**config.mk**
```make
export PLATFORM = sky130hd
export DESIGN_NAME = psr_ctrl
export DESIGN_NICKNAME = d
export VERILOG_FILES = /design/src/psr_pkg.sv /design/src/psr_debounce.sv /design/src/psr_ctrl.sv
export SDC_FILE = /design/constraint.sdc
export NUM_CORES = 1
export LEC_CHECK = 0
export BUFFER_PORTS_ARGS = -buffer_cell sky130_fd_sc_hd__buf_4
export CAP_MARGIN = 15
export CORE_AREA = 10 10 227 229
export CTS_BUF_LIST = sky130_fd_sc_hd__clkbuf_8
export DETAILED_ROUTE_END_ITERATION = 16
export DIE_AREA = 0 0 237 239
export PLACE_DENSITY_LB_ADDON = 0.05
export RECOVER_POWER = 100
export SLEW_MARGIN = 20
export SYNTH_ARGS = -nofsm -noshare
export SYNTH_HDL_FRONTEND = slang
export SYNTH_SLANG_ARGS = --single-unit
```
**constraint.sdc**
```tcl
create_clock -name aclk -period 3.6 [get_ports aclk]
set_input_delay 0.72 -clock aclk [delete_from_list [all_inputs] [get_ports aclk]]
set_output_delay 0.72 -clock aclk [all_outputs]
set_load 0.05 [all_outputs]
```
**src/psr_pkg.sv**
```systemverilog
// Purpose: Shared constants and types of the power state request controller.
// Assumes: 200 MHz clock, 32-bit AXI4-Lite register bus.
// Notes: Stored sequences are constants and cannot be changed at run time.
package psr_pkg;
  // ****************************************
  // Clock and timing
  // ****************************************
  localparam int CLK_MHZ = 200;
  localparam int HOLD_DEBOUNCE_US = 4000;
  localparam int HOLD_DB_CYCLES = HOLD_DEBOUNCE_US * CLK_MHZ;
  localparam int LONG_PRESS_MS = 1000;
  localparam int LONG_PRESS_CYCLES = LONG_PRESS_MS * CLK_MHZ * 1000;
  localparam int OFF_DELAY_UNIT_MS = 1000;
  localparam int OFF_DELAY_UNIT_CYCLES = OFF_DELAY_UNIT_MS * CLK_MHZ * 1000;
  localparam int WDOG_TIMEOUT_MS = 1000;
  localparam int WDOG_CYCLES = WDOG_TIMEOUT_MS * CLK_MHZ * 1000;
  // ****************************************
  // Register map
  // ****************************************
  localparam logic [7:0] REG_CTRL = 8'h00;
  localparam logic [7:0] REG_CONFIG = 8'h04;
  localparam logic [7:0] REG_OFF_CFG = 8'h08;
  localparam logic [7:0] REG_STATUS = 8'h0C;
  localparam int CTRL_DEVICE_ON = 0;
  localparam int CTRL_SW_RESET = 1;
  localparam int CTRL_WDOG_EN = 2;
  localparam int CTRL_WDOG_LOCK = 3;
  localparam int CTRL_WDOG_KICK = 4;
  localparam int CFG_DELAY_LSB = 0;
  localparam int CFG_POLICY_LSB = 2;
  localparam int CFG_PD_POL = 4;
  localparam int CFG_RI_POL = 5;
  localparam int CFG_IRQ_EN_LSB = 8;
  localparam int OFFC_HW_LSB = 16;
  localparam int STAT_BUSY = 3;
  localparam int STAT_OTP_ERR = 4;
  localparam int STAT_GATE = 5;
  localparam int STAT_SRC_LSB = 8;
  localparam logic [31:0] CONFIG_RESET = 32'h0000_0000;
  localparam logic [31:0] OFF_CFG_RESET = 32'h0000_0000;
  localparam logic [1:0] AXI_OKAY = 2'h0;
  localparam logic [1:0] AXI_SLVERR = 2'h2;
  // ****************************************
  // Off request sources
  // ****************************************
  localparam int NSRC = 10;
  localparam int SRC_LONG_PRESS = 0;
  localparam int SRC_POWER_DOWN = 1;
  localparam int SRC_WDOG = 2;
  localparam int SRC_THERMAL = 3;
  localparam int SRC_RESET_IN = 4;
  localparam int SRC_SW_RESET = 5;
  localparam int SRC_DEVICE_ON = 6;
  localparam int SRC_SUPPLY_LOW = 7;
  localparam int SRC_HOLD = 8;
  localparam int SRC_CONVERTER = 9;
  localparam logic [NSRC-1:0] IMMEDIATE_SRC = 10'h1E8;
  // ****************************************
  // Policies, states and sequences
  // ****************************************
  localparam logic [1:0] POL_SKIP = 2'h0;
  localparam logic [1:0] POL_CONTINUE = 2'h1;
  localparam logic [1:0] POL_STOP_AT_IO = 2'h2;
  localparam logic [1:0] POL_HALT = 2'h3;
  typedef enum logic [2:0] {
    ST_NOSUP = 3'h4, ST_OFF = 3'h0, ST_CHECK = 3'h1, ST_RUN = 3'h3,
    ST_ACTIVE = 3'h2, ST_DELAY = 3'h6, ST_SLEEP = 3'h7, ST_HALT = 3'h5
  } psr_state_t;
  typedef enum logic [2:0] {
    SEQ_OFF_TO_ACTIVE = 3'h0, SEQ_ACTIVE_TO_OFF = 3'h1, SEQ_ACTIVE_TO_SLEEP = 3'h2,
    SEQ_SLEEP_TO_ACTIVE = 3'h3, SEQ_SLEEP_TO_OFF = 3'h4
  } psr_seq_t;
  // Entry: {last, io rail marker, resource address, value}.
  localparam int ROM_N = 13;
  localparam logic [17:0] SEQ_ROM [0:ROM_N-1] = '{
    18'h10A01, 18'h00B01, 18'h20C01,
    18'h00C00, 18'h00B00, 18'h20A00,
    18'h00B02, 18'h20C02,
    18'h00C01, 18'h20B01,
    18'h00C00, 18'h00B00, 18'h20A00};
  localparam logic [3:0] SEQ_START [0:4] = '{4'h0, 4'h3, 4'h6, 4'h8, 4'hA};
  localparam logic [15:0] FACTORY_SUM_DEFAULT = 16'h5A5A;
endpackage : psr_pkg

```
**src/psr_debounce.sv**
```systemverilog
// Purpose: Level debouncer; output follows input after a stable run.
// Assumes: Input synchronous to aclk.
// Notes: Output is registered.
`timescale 1ns/100ps
module psr_debounce #(
  parameter int unsigned CYCLES = 16
) (
  // Clock and reset
  input wire logic aclk,
  input wire logic aresetn,
  // Level in and out
  input wire logic level_in,
  output logic level_q
);
  logic [31:0] cnt_q;

  always_ff @(posedge aclk) begin
    if (!aresetn) begin
      cnt_q <= 32'h0;
      level_q <= 1'b0;
    end else if (level_in == level_q) begin
      cnt_q <= 32'h0;
    end else if (cnt_q >= 32'(CYCLES - 1)) begin
      cnt_q <= 32'h0;
      level_q <= level_in;
    end else begin
      cnt_q <= cnt_q + 32'h1;
    end
  end
endmodule : psr_debounce

```
**src/psr_ctrl.sv**
```systemverilog
// Purpose: Power state request controller with stored transition sequences.
// Assumes: All inputs synchronous to aclk; AXI4-Lite master keeps protocol.
// Notes: Sleep and wake requests arrive as plain pulses.
// Summary of operation
// RULE_01 - No sequences without supply; hardware enters off.
// RULE_02 - Only five transitions are ever sequenced.
// RULE_03 - Each transition replays fixed stored register writes.
// RULE_04 - Integrity compare at start of every power-up.
// RULE_05 - Policy: skip, continue, stop at io, halt.
// RULE_06 - Integrity error always raises memory-error flag; the code raises it under every policy except skip.
// RULE_07 - Button, enabled interrupts, debounced hold request on.
// RULE_08 - Gating conditions block every on request.
// RULE_09 - Unmasked chosen interrupts act as on requests.
// RULE_10 - Ten off sources move active or sleep off.
// RULE_11 - One switch-off delay; five sources act immediately.
// RULE_12 - Each off applies hardware or software reset level.
// RULE_13 - Per-source select: shutdown or cold restart.
// RULE_14 - Shutdown runs off sequence then stays off.
// RULE_15 - Cold restart powers up again unless gated.
// RULE_16 - Watchdog off after reset; enable and lock.
// RULE_17 - Clearing device-on bit offs only without hold.
// RULE_18 - Hold falling offs only without device-on bit.
// RULE_19 - Arbitration prioritizes concurrent requests before sequencing.
// RULE_20 - Off state leaves only always-on supply.
// RULE_21 - New request waits for running sequence end.
// RULE_22 - During delay stay put, then start off.
//
// The AXI4-Lite interface to the registers and the register addresses were decided locally.
`timescale 1ns/100ps
module psr_ctrl import psr_pkg::*; #(
  parameter int unsigned HOLD_DB = HOLD_DB_CYCLES,
  parameter int unsigned LONG_PRESS = LONG_PRESS_CYCLES,
  parameter int unsigned DELAY_UNIT = OFF_DELAY_UNIT_CYCLES,
  parameter int unsigned WDOG_TIMEOUT = WDOG_CYCLES,
  parameter logic [15:0] FACTORY_SUM = FACTORY_SUM_DEFAULT,
  parameter int IRQ_N = 8
) (
  // Clock and reset
  input wire logic aclk,
  input wire logic aresetn,
  // AXI4-Lite slave
  input wire logic [7:0] s_axi_awaddr,
  input wire logic s_axi_awvalid,
  output logic s_axi_awready,
  input wire logic [31:0] s_axi_wdata,
  input wire logic [3:0] s_axi_wstrb,
  input wire logic s_axi_wvalid,
  output logic s_axi_wready,
  output logic [1:0] s_axi_bresp,
  output logic s_axi_bvalid,
  input wire logic s_axi_bready,
  input wire logic [7:0] s_axi_araddr,
  input wire logic s_axi_arvalid,
  output logic s_axi_arready,
  output logic [31:0] s_axi_rdata,
  output logic [1:0] s_axi_rresp,
  output logic s_axi_rvalid,
  input wire logic s_axi_rready,
  // Request pins and events
  input wire logic supply_valid,
  input wire logic power_button_pin_n,
  input wire logic hold_on_pin,
  input wire logic supply_high_threshold,
  input wire logic supply_low_threshold,
  input wire logic die_overtemp,
  input wire logic thermal_shutdown,
  input wire logic power_down_pin,
  input wire logic reset_in_pin,
  input wire logic converter_shutdown_event,
  input wire logic [IRQ_N-1:0] irq_events,
  input wire logic sleep_req,
  input wire logic wake_req,
  input wire logic [15:0] otp_live_sum,
  // Resource writes and status
  output logic seq_wr_valid,
  output logic [7:0] seq_wr_addr,
  output logic [7:0] seq_wr_data,
  output psr_state_t power_state,
  output logic always_on_only,
  output logic hardware_reset_level,
  output logic software_reset_level,
  output logic otp_error_irq
);
  // ****************************************
  // Register bus
  // ****************************************
  logic aw_got_q, w_got_q;
  logic [7:0] awaddr_q;
  logic [31:0] wdata_q, wmask;
  logic wr_fire;
  logic device_on_q, wdog_en_q, wdog_lock_q, software_reset_bit_q, kick_q;
  logic [31:0] config_q, off_cfg_q, status_w;
  logic otp_err_q;
  psr_state_t state_q;
  psr_seq_t seq_q;
  logic [3:0] idx_q, src_q;
  logic gate;

  assign wr_fire = aw_got_q && w_got_q && !s_axi_bvalid;
  always_comb begin
    for (int b = 0; b < 4; b++) begin
      wmask[8*b +: 8] = {8{s_axi_wstrb[b]}};
    end
  end

  always_ff @(posedge aclk) begin
    if (!aresetn) begin
      s_axi_awready <= 1'b0;
      s_axi_wready <= 1'b0;
      aw_got_q <= 1'b0;
      w_got_q <= 1'b0;
      awaddr_q <= 8'h00;
      wdata_q <= 32'h0;
      s_axi_bvalid <= 1'b0;
      s_axi_bresp <= AXI_OKAY;
    end else begin
      if (s_axi_awready && s_axi_awvalid) begin
        s_axi_awready <= 1'b0;
        aw_got_q <= 1'b1;
        awaddr_q <= s_axi_awaddr;
      end else if (!aw_got_q && !s_axi_bvalid) begin
        s_axi_awready <= 1'b1;
      end
      if (s_axi_wready && s_axi_wvalid) begin
        s_axi_wready <= 1'b0;
        w_got_q <= 1'b1;
        wdata_q <= s_axi_wdata & wmask;
      end else if (!w_got_q && !s_axi_bvalid) begin
        s_axi_wready <= 1'b1;
      end
      if (wr_fire) begin
        aw_got_q <= 1'b0;
        w_got_q <= 1'b0;
        s_axi_bvalid <= 1'b1;
        s_axi_bresp <= (awaddr_q > REG_STATUS || awaddr_q[1:0] != 2'h0) ? AXI_SLVERR : AXI_OKAY;
      end else if (s_axi_bvalid && s_axi_bready) begin
        s_axi_bvalid <= 1'b0;
      end
    end
  end

  assign status_w = {20'h0, src_q, 2'h0, gate, otp_err_q, (state_q == ST_RUN), state_q};
  always_ff @(posedge aclk) begin
    if (!aresetn) begin
      s_axi_arready <= 1'b0;
      s_axi_rvalid <= 1'b0;
      s_axi_rdata <= 32'h0;
      s_axi_rresp <= AXI_OKAY;
    end else if (s_axi_arready && s_axi_arvalid) begin
      s_axi_arready <= 1'b0;
      s_axi_rvalid <= 1'b1;
      s_axi_rresp <= AXI_OKAY;
      unique case (s_axi_araddr)
        REG_CTRL: s_axi_rdata <= {28'h0, wdog_lock_q, wdog_en_q, 1'b0, device_on_q};
        REG_CONFIG: s_axi_rdata <= config_q;
        REG_OFF_CFG: s_axi_rdata <= off_cfg_q;
        REG_STATUS: s_axi_rdata <= status_w;
        default: begin
          s_axi_rdata <= 32'h0;
          s_axi_rresp <= AXI_SLVERR;
        end
      endcase
    end else if (s_axi_rvalid && s_axi_rready) begin
      s_axi_rvalid <= 1'b0;
    end else if (!s_axi_rvalid) begin
      s_axi_arready <= 1'b1;
    end
  end

  // ****************************************
  // Control registers
  // ****************************************
  logic wr_ctrl, off_done, hw_done;
  assign wr_ctrl = wr_fire && awaddr_q == REG_CTRL && wmask[0];
  always_ff @(posedge aclk) begin
    if (!aresetn) begin
      device_on_q <= 1'b0;
      wdog_en_q <= 1'b0;
      wdog_lock_q <= 1'b0;
      config_q <= CONFIG_RESET;
      off_cfg_q <= OFF_CFG_RESET;
    end else begin
      if (off_done) begin
        device_on_q <= 1'b0;
      end else if (wr_ctrl) begin
        device_on_q <= wdata_q[CTRL_DEVICE_ON];
      end
      // Lock holds off later watchdog enable and lock writes until a hardware level reset. [RULE_16]
      if (hw_done) begin
        wdog_en_q <= 1'b0;
        wdog_lock_q <= 1'b0;
        config_q <= CONFIG_RESET;
        off_cfg_q <= OFF_CFG_RESET;
      end else begin
        if (wr_ctrl && !wdog_lock_q) begin
          wdog_en_q <= wdata_q[CTRL_WDOG_EN];
          wdog_lock_q <= wdata_q[CTRL_WDOG_LOCK];
        end
        if (wr_fire && awaddr_q == REG_CONFIG) begin
          config_q <= (config_q & ~wmask) | wdata_q;
        end
        if (wr_fire && awaddr_q == REG_OFF_CFG) begin
          off_cfg_q <= (off_cfg_q & ~wmask) | wdata_q;
        end
      end
    end
  end
  always_ff @(posedge aclk) begin
    if (!aresetn) begin
      software_reset_bit_q <= 1'b0;
      kick_q <= 1'b0;
    end else begin
      software_reset_bit_q <= wr_ctrl && wdata_q[CTRL_SW_RESET];
      kick_q <= wr_ctrl && wdata_q[CTRL_WDOG_KICK];
    end
  end

  // ****************************************
  // Request sources
  // ****************************************
  logic hold_db, press_db, hold_prev_q, dev_prev_q, pd_act, ri_act;
  logic wdog_to;
  logic [31:0] wdog_cnt_q, dly_cnt_q, dly_target;
  logic [IRQ_N-1:0] irq_prev_q, irq_on;
  logic [NSRC-1:0] pend_q, off_lvl, ev;
  logic on_req, take_off, imm_off;
  logic [3:0] pick;

  psr_debounce #(.CYCLES(HOLD_DB)) u_hold (
    .aclk(aclk), .aresetn(aresetn), .level_in(hold_on_pin), .level_q(hold_db));
  psr_debounce #(.CYCLES(LONG_PRESS)) u_press (
    .aclk(aclk), .aresetn(aresetn), .level_in(!power_button_pin_n), .level_q(press_db));

  assign pd_act = config_q[CFG_PD_POL] ? power_down_pin : !power_down_pin;
  assign ri_act = config_q[CFG_RI_POL] ? reset_in_pin : !reset_in_pin;
  assign gate = !supply_high_threshold || die_overtemp || pd_act || ri_act; // [RULE_08]
  assign irq_on = irq_events & ~irq_prev_q & config_q[CFG_IRQ_EN_LSB +: IRQ_N]; // [RULE_09]
  assign on_req = !power_button_pin_n || hold_db || (|irq_on); // [RULE_07]
  assign wdog_to = wdog_en_q && wdog_cnt_q >= 32'(WDOG_TIMEOUT - 1);

  // Edge-born requests are held pending so none is lost while a sequence runs.
  always_comb begin
    ev = '0;
    ev[SRC_WDOG] = wdog_to;
    ev[SRC_SW_RESET] = software_reset_bit_q;
    ev[SRC_DEVICE_ON] = dev_prev_q && !device_on_q && !hold_db; // [RULE_17]
    ev[SRC_HOLD] = hold_prev_q && !hold_db && !device_on_q; // [RULE_18]
    ev[SRC_CONVERTER] = converter_shutdown_event;
    off_lvl = pend_q | ev;
    off_lvl[SRC_LONG_PRESS] = press_db;
    off_lvl[SRC_POWER_DOWN] = pd_act;
    off_lvl[SRC_THERMAL] = thermal_shutdown;
    off_lvl[SRC_RESET_IN] = ri_act;
    off_lvl[SRC_SUPPLY_LOW] = supply_low_threshold; // [RULE_10]
  end

  // Immediate sources win, then the lowest numbered source. [RULE_19]
  always_comb begin
    pick = 4'h0;
    for (int i = NSRC - 1; i >= 0; i--) begin
      if (off_lvl[i] && !IMMEDIATE_SRC[i]) begin
        pick = 4'(i);
      end
    end
    for (int i = NSRC - 1; i >= 0; i--) begin
      if (off_lvl[i] && IMMEDIATE_SRC[i]) begin
        pick = 4'(i);
      end
    end
  end
  assign imm_off = |(off_lvl & IMMEDIATE_SRC);
  assign take_off = (state_q == ST_ACTIVE || state_q == ST_SLEEP || state_q == ST_HALT)
                    && (|off_lvl);

  always_ff @(posedge aclk) begin
    if (!aresetn) begin
      pend_q <= '0;
      hold_prev_q <= 1'b0;
      dev_prev_q <= 1'b0;
      irq_prev_q <= '0;
      wdog_cnt_q <= 32'h0;
    end else begin
      hold_prev_q <= hold_db;
      dev_prev_q <= device_on_q;
      irq_prev_q <= irq_events;
      pend_q <= (state_q == ST_OFF) ? '0 : (pend_q | ev);
      if (!wdog_en_q || kick_q || wdog_to) begin
        wdog_cnt_q <= 32'h0;
      end else begin
        wdog_cnt_q <= wdog_cnt_q + 32'h1;
      end
    end
  end

  // ****************************************
  // Power state machine and sequencer
  // ****************************************
  logic [17:0] rom_w;
  logic restart_q, hw_lvl_q, from_sleep_q, stop_io_q, check_err;
  logic [1:0] policy;
  assign rom_w = SEQ_ROM[idx_q];
  assign policy = config_q[CFG_POLICY_LSB +: 2];
  assign check_err = otp_live_sum != FACTORY_SUM; // [RULE_04]
  assign off_done = state_q == ST_RUN && rom_w[17]
                    && (seq_q == SEQ_ACTIVE_TO_OFF || seq_q == SEQ_SLEEP_TO_OFF);
  assign hw_done = off_done && hw_lvl_q;
  always_comb begin
    unique case (config_q[CFG_DELAY_LSB +: 2])
      2'h0: dly_target = 32'h0;
      2'h1: dly_target = 32'(DELAY_UNIT);
      2'h2: dly_target = 32'(DELAY_UNIT * 2);
      2'h3: dly_target = 32'(DELAY_UNIT * 4);
    endcase
  end

  always_ff @(posedge aclk) begin
    if (!aresetn) begin
      state_q <= ST_NOSUP;
      seq_q <= SEQ_OFF_TO_ACTIVE;
      idx_q <= 4'h0;
      src_q <= 4'h0;
      restart_q <= 1'b0;
      hw_lvl_q <= 1'b0;
      from_sleep_q <= 1'b0;
      stop_io_q <= 1'b0;
      dly_cnt_q <= 32'h0;
    end else if (!supply_valid) begin
      state_q <= ST_NOSUP; // [RULE_01]
    end else begin
      unique case (state_q)
        ST_NOSUP: state_q <= ST_OFF; // [RULE_01]
        ST_OFF: if (on_req && !gate) state_q <= ST_CHECK; // [RULE_07]
        ST_CHECK: begin
          stop_io_q <= policy == POL_STOP_AT_IO && check_err;
          seq_q <= SEQ_OFF_TO_ACTIVE;
          idx_q <= SEQ_START[SEQ_OFF_TO_ACTIVE];
          state_q <= (policy == POL_HALT && check_err) ? ST_OFF : ST_RUN; // [RULE_05]
        end
        ST_RUN: begin
          // Nothing new starts before the last write of this series. [RULE_21]
          idx_q <= idx_q + 4'h1; // [RULE_03]
          if (seq_q == SEQ_OFF_TO_ACTIVE && stop_io_q && rom_w[16]) begin
            state_q <= ST_HALT; // [RULE_05]
          end else if (rom_w[17]) begin
            unique case (seq_q)
              SEQ_OFF_TO_ACTIVE, SEQ_SLEEP_TO_ACTIVE: state_q <= ST_ACTIVE; // [RULE_02]
              SEQ_ACTIVE_TO_SLEEP: state_q <= ST_SLEEP;
              default: state_q <= (restart_q && !gate) ? ST_CHECK : ST_OFF; // [RULE_14] [RULE_15]
            endcase
          end
        end
        ST_ACTIVE, ST_SLEEP, ST_HALT, ST_DELAY: begin
          if (take_off && state_q != ST_DELAY) begin
            src_q <= pick;
            restart_q <= off_cfg_q[pick] && pick != 4'(SRC_DEVICE_ON)
                         && pick != 4'(SRC_HOLD); // [RULE_13]
            hw_lvl_q <= off_cfg_q[OFFC_HW_LSB + 32'(pick)] && pick != 4'(SRC_DEVICE_ON)
                        && pick != 4'(SRC_HOLD); // [RULE_12]
            from_sleep_q <= state_q == ST_SLEEP;
            dly_cnt_q <= 32'h0;
            state_q <= ST_DELAY; // [RULE_10]
          end else if (state_q == ST_DELAY) begin
            // The present state is kept while counting. [RULE_22]
            if (IMMEDIATE_SRC[src_q] || dly_cnt_q >= dly_target || imm_off) begin
              seq_q <= from_sleep_q ? SEQ_SLEEP_TO_OFF : SEQ_ACTIVE_TO_OFF; // [RULE_11]
              idx_q <= from_sleep_q ? SEQ_START[SEQ_SLEEP_TO_OFF]
                                    : SEQ_START[SEQ_ACTIVE_TO_OFF];
              state_q <= ST_RUN;
            end else begin
              dly_cnt_q <= dly_cnt_q + 32'h1;
            end
          end else if (state_q == ST_ACTIVE && sleep_req) begin
            seq_q <= SEQ_ACTIVE_TO_SLEEP;
            idx_q <= SEQ_START[SEQ_ACTIVE_TO_SLEEP];
            state_q <= ST_RUN;
          end else if (state_q == ST_SLEEP && wake_req) begin
            seq_q <= SEQ_SLEEP_TO_ACTIVE;
            idx_q <= SEQ_START[SEQ_SLEEP_TO_ACTIVE];
            state_q <= ST_RUN;
          end
        end
      endcase
    end
  end

  // ****************************************
  // Outputs
  // ****************************************
  always_ff @(posedge aclk) begin
    if (!aresetn) begin
      seq_wr_valid <= 1'b0;
      seq_wr_addr <= 8'h00;
      seq_wr_data <= 8'h00;
      power_state <= ST_NOSUP;
      always_on_only <= 1'b1;
      hardware_reset_level <= 1'b0;
      software_reset_level <= 1'b0;
      otp_err_q <= 1'b0;
    end else begin
      seq_wr_valid <= state_q == ST_RUN && supply_valid;
      seq_wr_addr <= rom_w[15:8];
      seq_wr_data <= rom_w[7:0];
      power_state <= state_q;
      always_on_only <= state_q == ST_OFF || state_q == ST_NOSUP; // [RULE_20]
      hardware_reset_level <= off_done && hw_lvl_q && supply_valid; // [RULE_12]
      software_reset_level <= off_done && !hw_lvl_q && supply_valid;
      // A new error wins over a clear in the same cycle. [RULE_06]
      if (state_q == ST_CHECK && supply_valid && policy != POL_SKIP && check_err) begin
        otp_err_q <= 1'b1;
      end else if (wr_fire && awaddr_q == REG_STATUS && wdata_q[STAT_OTP_ERR]) begin
        otp_err_q <= 1'b0;
      end
    end
  end
  assign otp_error_irq = otp_err_q;
endmodule : psr_ctrl

```
# --- Word-level counts from Yosys, hierarchy flattened ---
# Memory sizes are Yosys's and may differ from the RTL's. A register that Yosys moved wholly into a read port is not among the register bits.
# Index checks and enable logic that the tools add are counted.
op_classes:
  add_sub_neg: 6
  multipliers: 0
  n_div: 0
  magnitude_cmp: 9
  n_eq_ne: 36
  shift: 0
  muxes: 59
  n_bitwise: 16
  n_reduce_logical: 113
op_table:
  columns: ["cell", "n"]
  rows:
  - ["one-hot mux 32 bit (4 select lines)", 2]
  - ["adder 32 x 1 -> 32 bit (second input constant)", 4]
  - ["bitwise AND 32 bit", 3]
  - ["2-to-1 mux 32 bit", 3]
  - ["2-to-1 mux 4 bit", 18]
  - ["greater-or-equal comparator 32 x 28 -> 1 bit (second input constant)", 2]
  - ["OR 32 bit", 2]
  - ["logical AND 1 bit", 47]
  - ["2-to-1 mux 3 bit", 13]
  - ["2-to-1 mux 18 bit", 2]
  - ["equality test 8 x 4 -> 1 bit (second input constant)", 4]
  - ["greater-or-equal comparator 32 x 20 -> 1 bit (second input constant)", 1]
  - ["greater-or-equal comparator 32 bit", 1]
  - ["inverter 32 bit", 1]
  - ["OR reduction 2 bit", 9]
  - ["bitwise AND 8 bit", 2]
  - ["equality test 8 x 3 -> 1 bit (second input constant)", 2]
  - ["zero test 8 bit", 2]
  - ["!= test 16 x 15 -> 1 bit (second input constant)", 1]
  - ["equality test 3 bit (second input constant)", 5]
  - ["one-hot mux 3 bit (5 select lines)", 1]
  - ["logical OR 1 bit", 14]
  - ["nonzero test 2 bit", 7]
  - ["zero test 1 bit", 13]
  - ["other kinds (41)", 80]
totals:
  ff_bits: 344
  latchBits: 0
  ramBits: 0
  rom_bits: 304
  input_bits: 95
  out_inout_bits: 65
  elab_cells: 286
  memories: 2
memory_table:
  columns: ["memory", "depth", "width", "read_ports", "rd_ports_with_merged_regs", "wr", "line_no", "source"]
  rows:
  - ["(no name shown)", 16, 18, 1, 0, 0, "psr_ctrl.sv:301", "assign rom_w = SEQ_ROM[idx_q];"]
  - ["(no name shown)", 16, 1, 1, 1, 0, "psr_ctrl.sv:364", "if (IMMEDIATE_SRC[src_q] || dly_cnt_q >= dly_target || imm_off) begin"]

# --- Longest topological paths before layout ---
depth:
  ltp_word: 19
  ltp_mapped: 14
  ltp_nobuf: 13

# --- By module ---
# A second synthesis with hierarchy kept.
hier_totals:
  cells_unflattened: 1538
  hier_area_um2: 13970.9
modules_own_cells:
  columns: ["module", "n_inst", "cells_each", "area_per_inst_um2"]
  rows:
  - ["psr_ctrl", 1, 1260, 11265.8]
  - ["psr_debounce (u_press)", 1, 149, 1421.4]
  - ["psr_debounce (u_hold)", 1, 129, 1283.7]

# --- Least setup slack after synthesis ---
# No wires, ideal clock.
synth_path:
  kind: "register -> register"
  from: "register config_q[1]"
  to: "register idx_q[2]"
  setup_time_ns: 0.070
  t_arrival_ns: 2.819
  t_required_ns: 3.530
  path_slack_ns: 0.711
  stages_incl_launch_ff: 12
  period_less_slack_ns: 2.889
  cell_sequence: "dfxtp_1 > inv_1 > ha_1 > o21bai_1 > ha_1 > nand4_1 > a2111oi_0 > o22ai_2 > nor2_1 > o211ai_1 > or3_1 > a21oi_1"
synth_between:
  elab_chain_cells: 7
  word_cells_on_any_way: 10
  classes_between: "order compare: 1; eq/ne: 4; mux: 1; reduce/logical: 4"
synth_lines:
  columns: ["item", "line_no", "source"]
  rows:
  - ["from (decl)", "psr_ctrl.sv:92", "logic [31:0] config_q, off_cfg_q, status_w;"]
  - ["from (signal assigned)", "psr_ctrl.sv:200", "config_q <= (config_q & ~wmask) | wdata_q;"]
  - ["equality test 2 bit, or another cell as far along", "psr_ctrl.sv:308", "unique case (config_q[CFG_DELAY_LSB +: 2])"]
  - ["one-hot mux 32 bit (4 select lines) *", "psr_ctrl.sv:308", null]
  - ["greater-or-equal comparator 32 bit *", "psr_ctrl.sv:364", null]
  - ["logical OR 1 bit * (2 in series)", "psr_ctrl.sv:364", null]
  - ["!= test 3 bit (no source line) *", null, null]
  - ["AND reduction 5 bit (no source line) *", null, null]
  - ["to (signal assigned)", "psr_ctrl.sv:366", "idx_q <= from_sleep_q ? SEQ_START[SEQ_SLEEP_TO_OFF]"]
  - ["to (signal assigned)", "psr_ctrl.sv:374", "idx_q <= SEQ_START[SEQ_ACTIVE_TO_SLEEP];"]
  - ["to (signal assigned)", "psr_ctrl.sv:378", "idx_q <= SEQ_START[SEQ_SLEEP_TO_ACTIVE];"]
  - ["to (decl)", "psr_ctrl.sv:96", "logic [3:0] idx_q, src_q;"]
# Mark *: on every way between the ends. The rest lies on a longest branch, timed or not. The select of a mux whose other input is x is not followed.
# A chain may end at the register's enable or synchronous reset.

# --- Final worst setup path ---
# Ends and elaborated chain as after synthesis.

==> results by group <==
Outcome
  – Status: finished, final reports clean

STA
  – Slew at the pin closest to its max-slew limit: 1370 ps
  – Setup violators final: 0
  – Slew headroom: 8.656%
  – Final Skew: 28.99 ps
  – F_max: 303.6 MHz
  – Worst setup margin: 305.9 ps
  – Period utilisation layout: 91.50%
  – Fin. Hold Viols: 0
  – Minimum clock period: 3294 ps
  – Slew Limit Fails: 0
  – RSZ-0062 raised after global routing: yes

Setup path
  – Worst path max stage delay: 420 ps
  – CP Launch Type: flop
  – Delay-heaviest family, CP: compound AO/OA/AOI/OAI gates
  – CP Capture Type: flop
  – Worst R2R Start: config_q[1]
  – Slowest CP cell: dfxtp_1
  – Cell mode on critical path: ha_1
  – End of the critical path: idx_q[2]
  – Buf/Inv on CP: 1
  – CP Max Fanout: 7
  – Worst EP arrival: 3860 ps
  – Crit Path Class: reg2reg
  – Worst R2R Path Depth: 13
  – Worst Setup SP: config_q[1]
  – Worst reg2reg setup slack: 310 ps
  – Cells along the critical path: inv_1 > ha_1 > o21bai_2 > ha_1 > nand3_1 > nor3_1 > nand2_1 > o2111ai_1 > o22ai_2 > nor2_1 > o211ai_1 > or3_1 > a21oi_1
  – Req. time, crit path: 4170 ps
  – R2R Path End: idx_q[2]
  – Levels on crit path: 13

Power
  – Pwr Total: 7629 uW
  – Maximum vdd drop: 0.0002607 V
  – Pwr dens: 456.3 nW/um2
  – Leak Pwr: 0.006114 uW

Route
  – DRC: 0
  – Routed WL: 42,840 um
  – Pre-antenna DRT Iters: 4
  – Post-route antenna net violation count: 0
  – Drt initial violations: 698
  – Vias per cell: 4.788
  – Wire per inst: 17.69 um
  – Total number of vias: 11,600

Floorplan
  – Chip Height: 239 um
  – # rows: 80
  – Core area: 47,150 um2
  – Die width: 237 um
  – Die ar.: 56,640 um2
  – Initial core utilization: 29.53%
  – IO Count: 160

Clock tree
  – Clock Path Buffers: 3
  – Clock transition at path regs: 60 ps
  – CTS Buf Count: 60
  – H-tree Lvls: 2
  – Num Clock Sinks: 328
  – Worst-skew pair later-pin latency: 670 ps
  – CTS Root Buffer Type: clkbuf_8
  – TritonCTS clock tree: done

Yosys
  – Syn Inst Count: 1,585
  – Synthesized area: 13,920 um2
  – Post-synthesis sequential area ratio: 47.17%
  – Primary FF master, synth: dfxtp_1
  – Post-synth ARST share: 0%
  – Number of synthesis warnings: 0
  – Yosys reg bits: 328
  – Synthesized area per cell: 8.783 um2
  – Synth cell types: 75
  – EDFF count, synth: 0

Global routing
  – GRT busiest layer: met2
  – Met2 Usage GRT: 24.64%
  – First-pass GRT wire length: 67,100 um
  – Met1 GRT Util: 18.60%
  – Initial antenna violation count: 1
  – Maximum number of pins on one net before global-route repair: 43
  – Total gr overflow: 0
  – Number of global-route vias before repair: 11,740
  – Gr usage total: 14.77%
  – GR Layer Usage met3: 3.321%

Place
  – Dpl ws: 207.6 ps
  – PortBufs: 147
  – Post-DP HPWL: 30,460 um
  – Placed cells: 2,317
  – RePlAce Congestion: 0.8087

Final layout
  – Fillers: 4,924
  – # nets final: 1,894
  – Share of cells above drive strength 1: 13.07%
  – Final non-filler cell total: 2,422
  – Syn-to-layout area delta: 20.09%
  – Most common cell after layout, fill and taps aside: dfxtp_1
  – Most frequent cells in the layout: dfxtp_1 (328), nor2_1 (233), nand2_1 (148), buf_4 (108)

Hold path
  – Hold Path Class: in2reg

Job
  – Max Cap Viol: 0
-- how the worst min path moves through the flow --
stage | startpoint | cells past startpoint | end | slack [ps]
global route | irq_events[6] | 2 | irq_prev_q[6] | 240
detailed placement | wdog_cnt_q[0] | 1 | wdog_cnt_q[0] | 440
CTS | irq_events[6] | 2 | irq_prev_q[6] | 220
global placement | wdog_cnt_q[0] | 1 | wdog_cnt_q[0] | 440
finish | irq_events[6] | 2 | irq_prev_q[6] | 280
floorplan | wdog_cnt_q[0] | 1 | wdog_cnt_q[0] | 420
-- layer usage --
layer	up-vias	wire [um]
li1	5882	-
met1	5453	19760
met2	185	20370
met3	77	1731
met4	0	979
met5	-	0
-- cells in the mapped netlist, types with 8 or more instances --
cell        n  area share, %
a21oi_1    89            3.2
and3_1     28            1.3
nand4_1    25            1.1
clkbuf_1   66            1.8
and2_1     20           0.90
nor2_1    234            6.3
a31oi_1    11           0.49
nor4_1     12           0.54
dfxtp_1   328             47
inv_1      43            1.2
nand3_1    94            3.4
a22oi_1    94            5.1
o21ai_0    53            1.9
or3_1       8           0.36
ha_1       35            3.1
buf_4      12           0.65
mux2i_1    21            1.5
nor3_1     29            1.0
nand2b_1    8           0.36
and4_1      8           0.50
xor2_1     51            3.2
nand2_1   149            4.0
xnor2_1    43            2.7
-- timing repair --
item,in CTS,in global routing
setup buffers,0,0
resized for setup,0,6
hold buffers,0,0
endpoints found under the setup margin,0,6
-- metrics by stage --
stage          instance area, um2  hold WS [ps]  TNS (ps)  util [%]
2_1_floorplan               14040         417.5         0         -
3_3_place_gp                15750         437.2         0     33.41
3_5_place_dp                15750         439.1         0     33.41
4_1_cts                     16940         223.0         0     35.92
5_1_grt                     16720         238.2    -5.858     35.46
6_report                    16720         285.0         0     35.46
-- state kept, by name, indices dropped and copies added, names as in the netlist, 2 cells and up, named ones only --
register,cells
u_press.cnt_q,32
idx_q,4
irq_prev_q,8
seq_q,3
seq_wr_data,2
wdog_cnt_q,32
u_hold.cnt_q,32
dly_cnt_q,32
awaddr_q,8
src_q,4
seq_wr_addr,4
state_q,3
power_state,3
s_axi_rdata,32
pend_q,5
wdata_q,32
config_q,32
off_cfg_q,32
-- worst register-to-register path: cells and delay by family, from the launching register on --
kind                       cells  cell delay, ps
adders and majority gates      2             610
and+or+nand+nor                5             990
buffers and inverters          1             170
DFF                            1             420
AOI/OAI and AO/OA              5            1030
-- layout make-up --
type / instances / area [um2] / share of cell area, %
multi-input cells: 1155 / 6942 / 41.52
flip-flops and latches: 328 / 6566 / 39.28
repair buffers: 176 / 1089 / 6.511
clock buffers: 78 / 1074 / 6.422
well taps: 615 / 769.5 / 4.603
inverters: 43 / 161.4 / 0.9655
clock inverters: 26 / 113.9 / 0.6811
diodes: 1 / 2.502 / 0.01497
-- power by group --
part / switching (uW) / leakage, uW / internal (uW) / total, uW
Clock: 1590 / 0.000679 / 1910 / 3500
Combinational: 265 / 0.00278 / 140 / 405
Sequential: 40.6 / 0.00266 / 3680 / 3720
-- kinds of logic after synthesis --
logic type / count (synthesis) / synth area share [%]
adder cells (fa/ha/maj): 35 / 3.146
AO/OA/AOI/OAI: 298 / 13.91
AND/OR/NAND/NOR: 666 / 23.28
flip-flops: 328 / 47.17
multiplexers: 30 / 2.481
other: 1 / 0.02694
buffers and inverters: 133 / 4.072
XOR/XNOR: 94 / 5.914
Note: power is estimated with default switching activity, not from simulation.
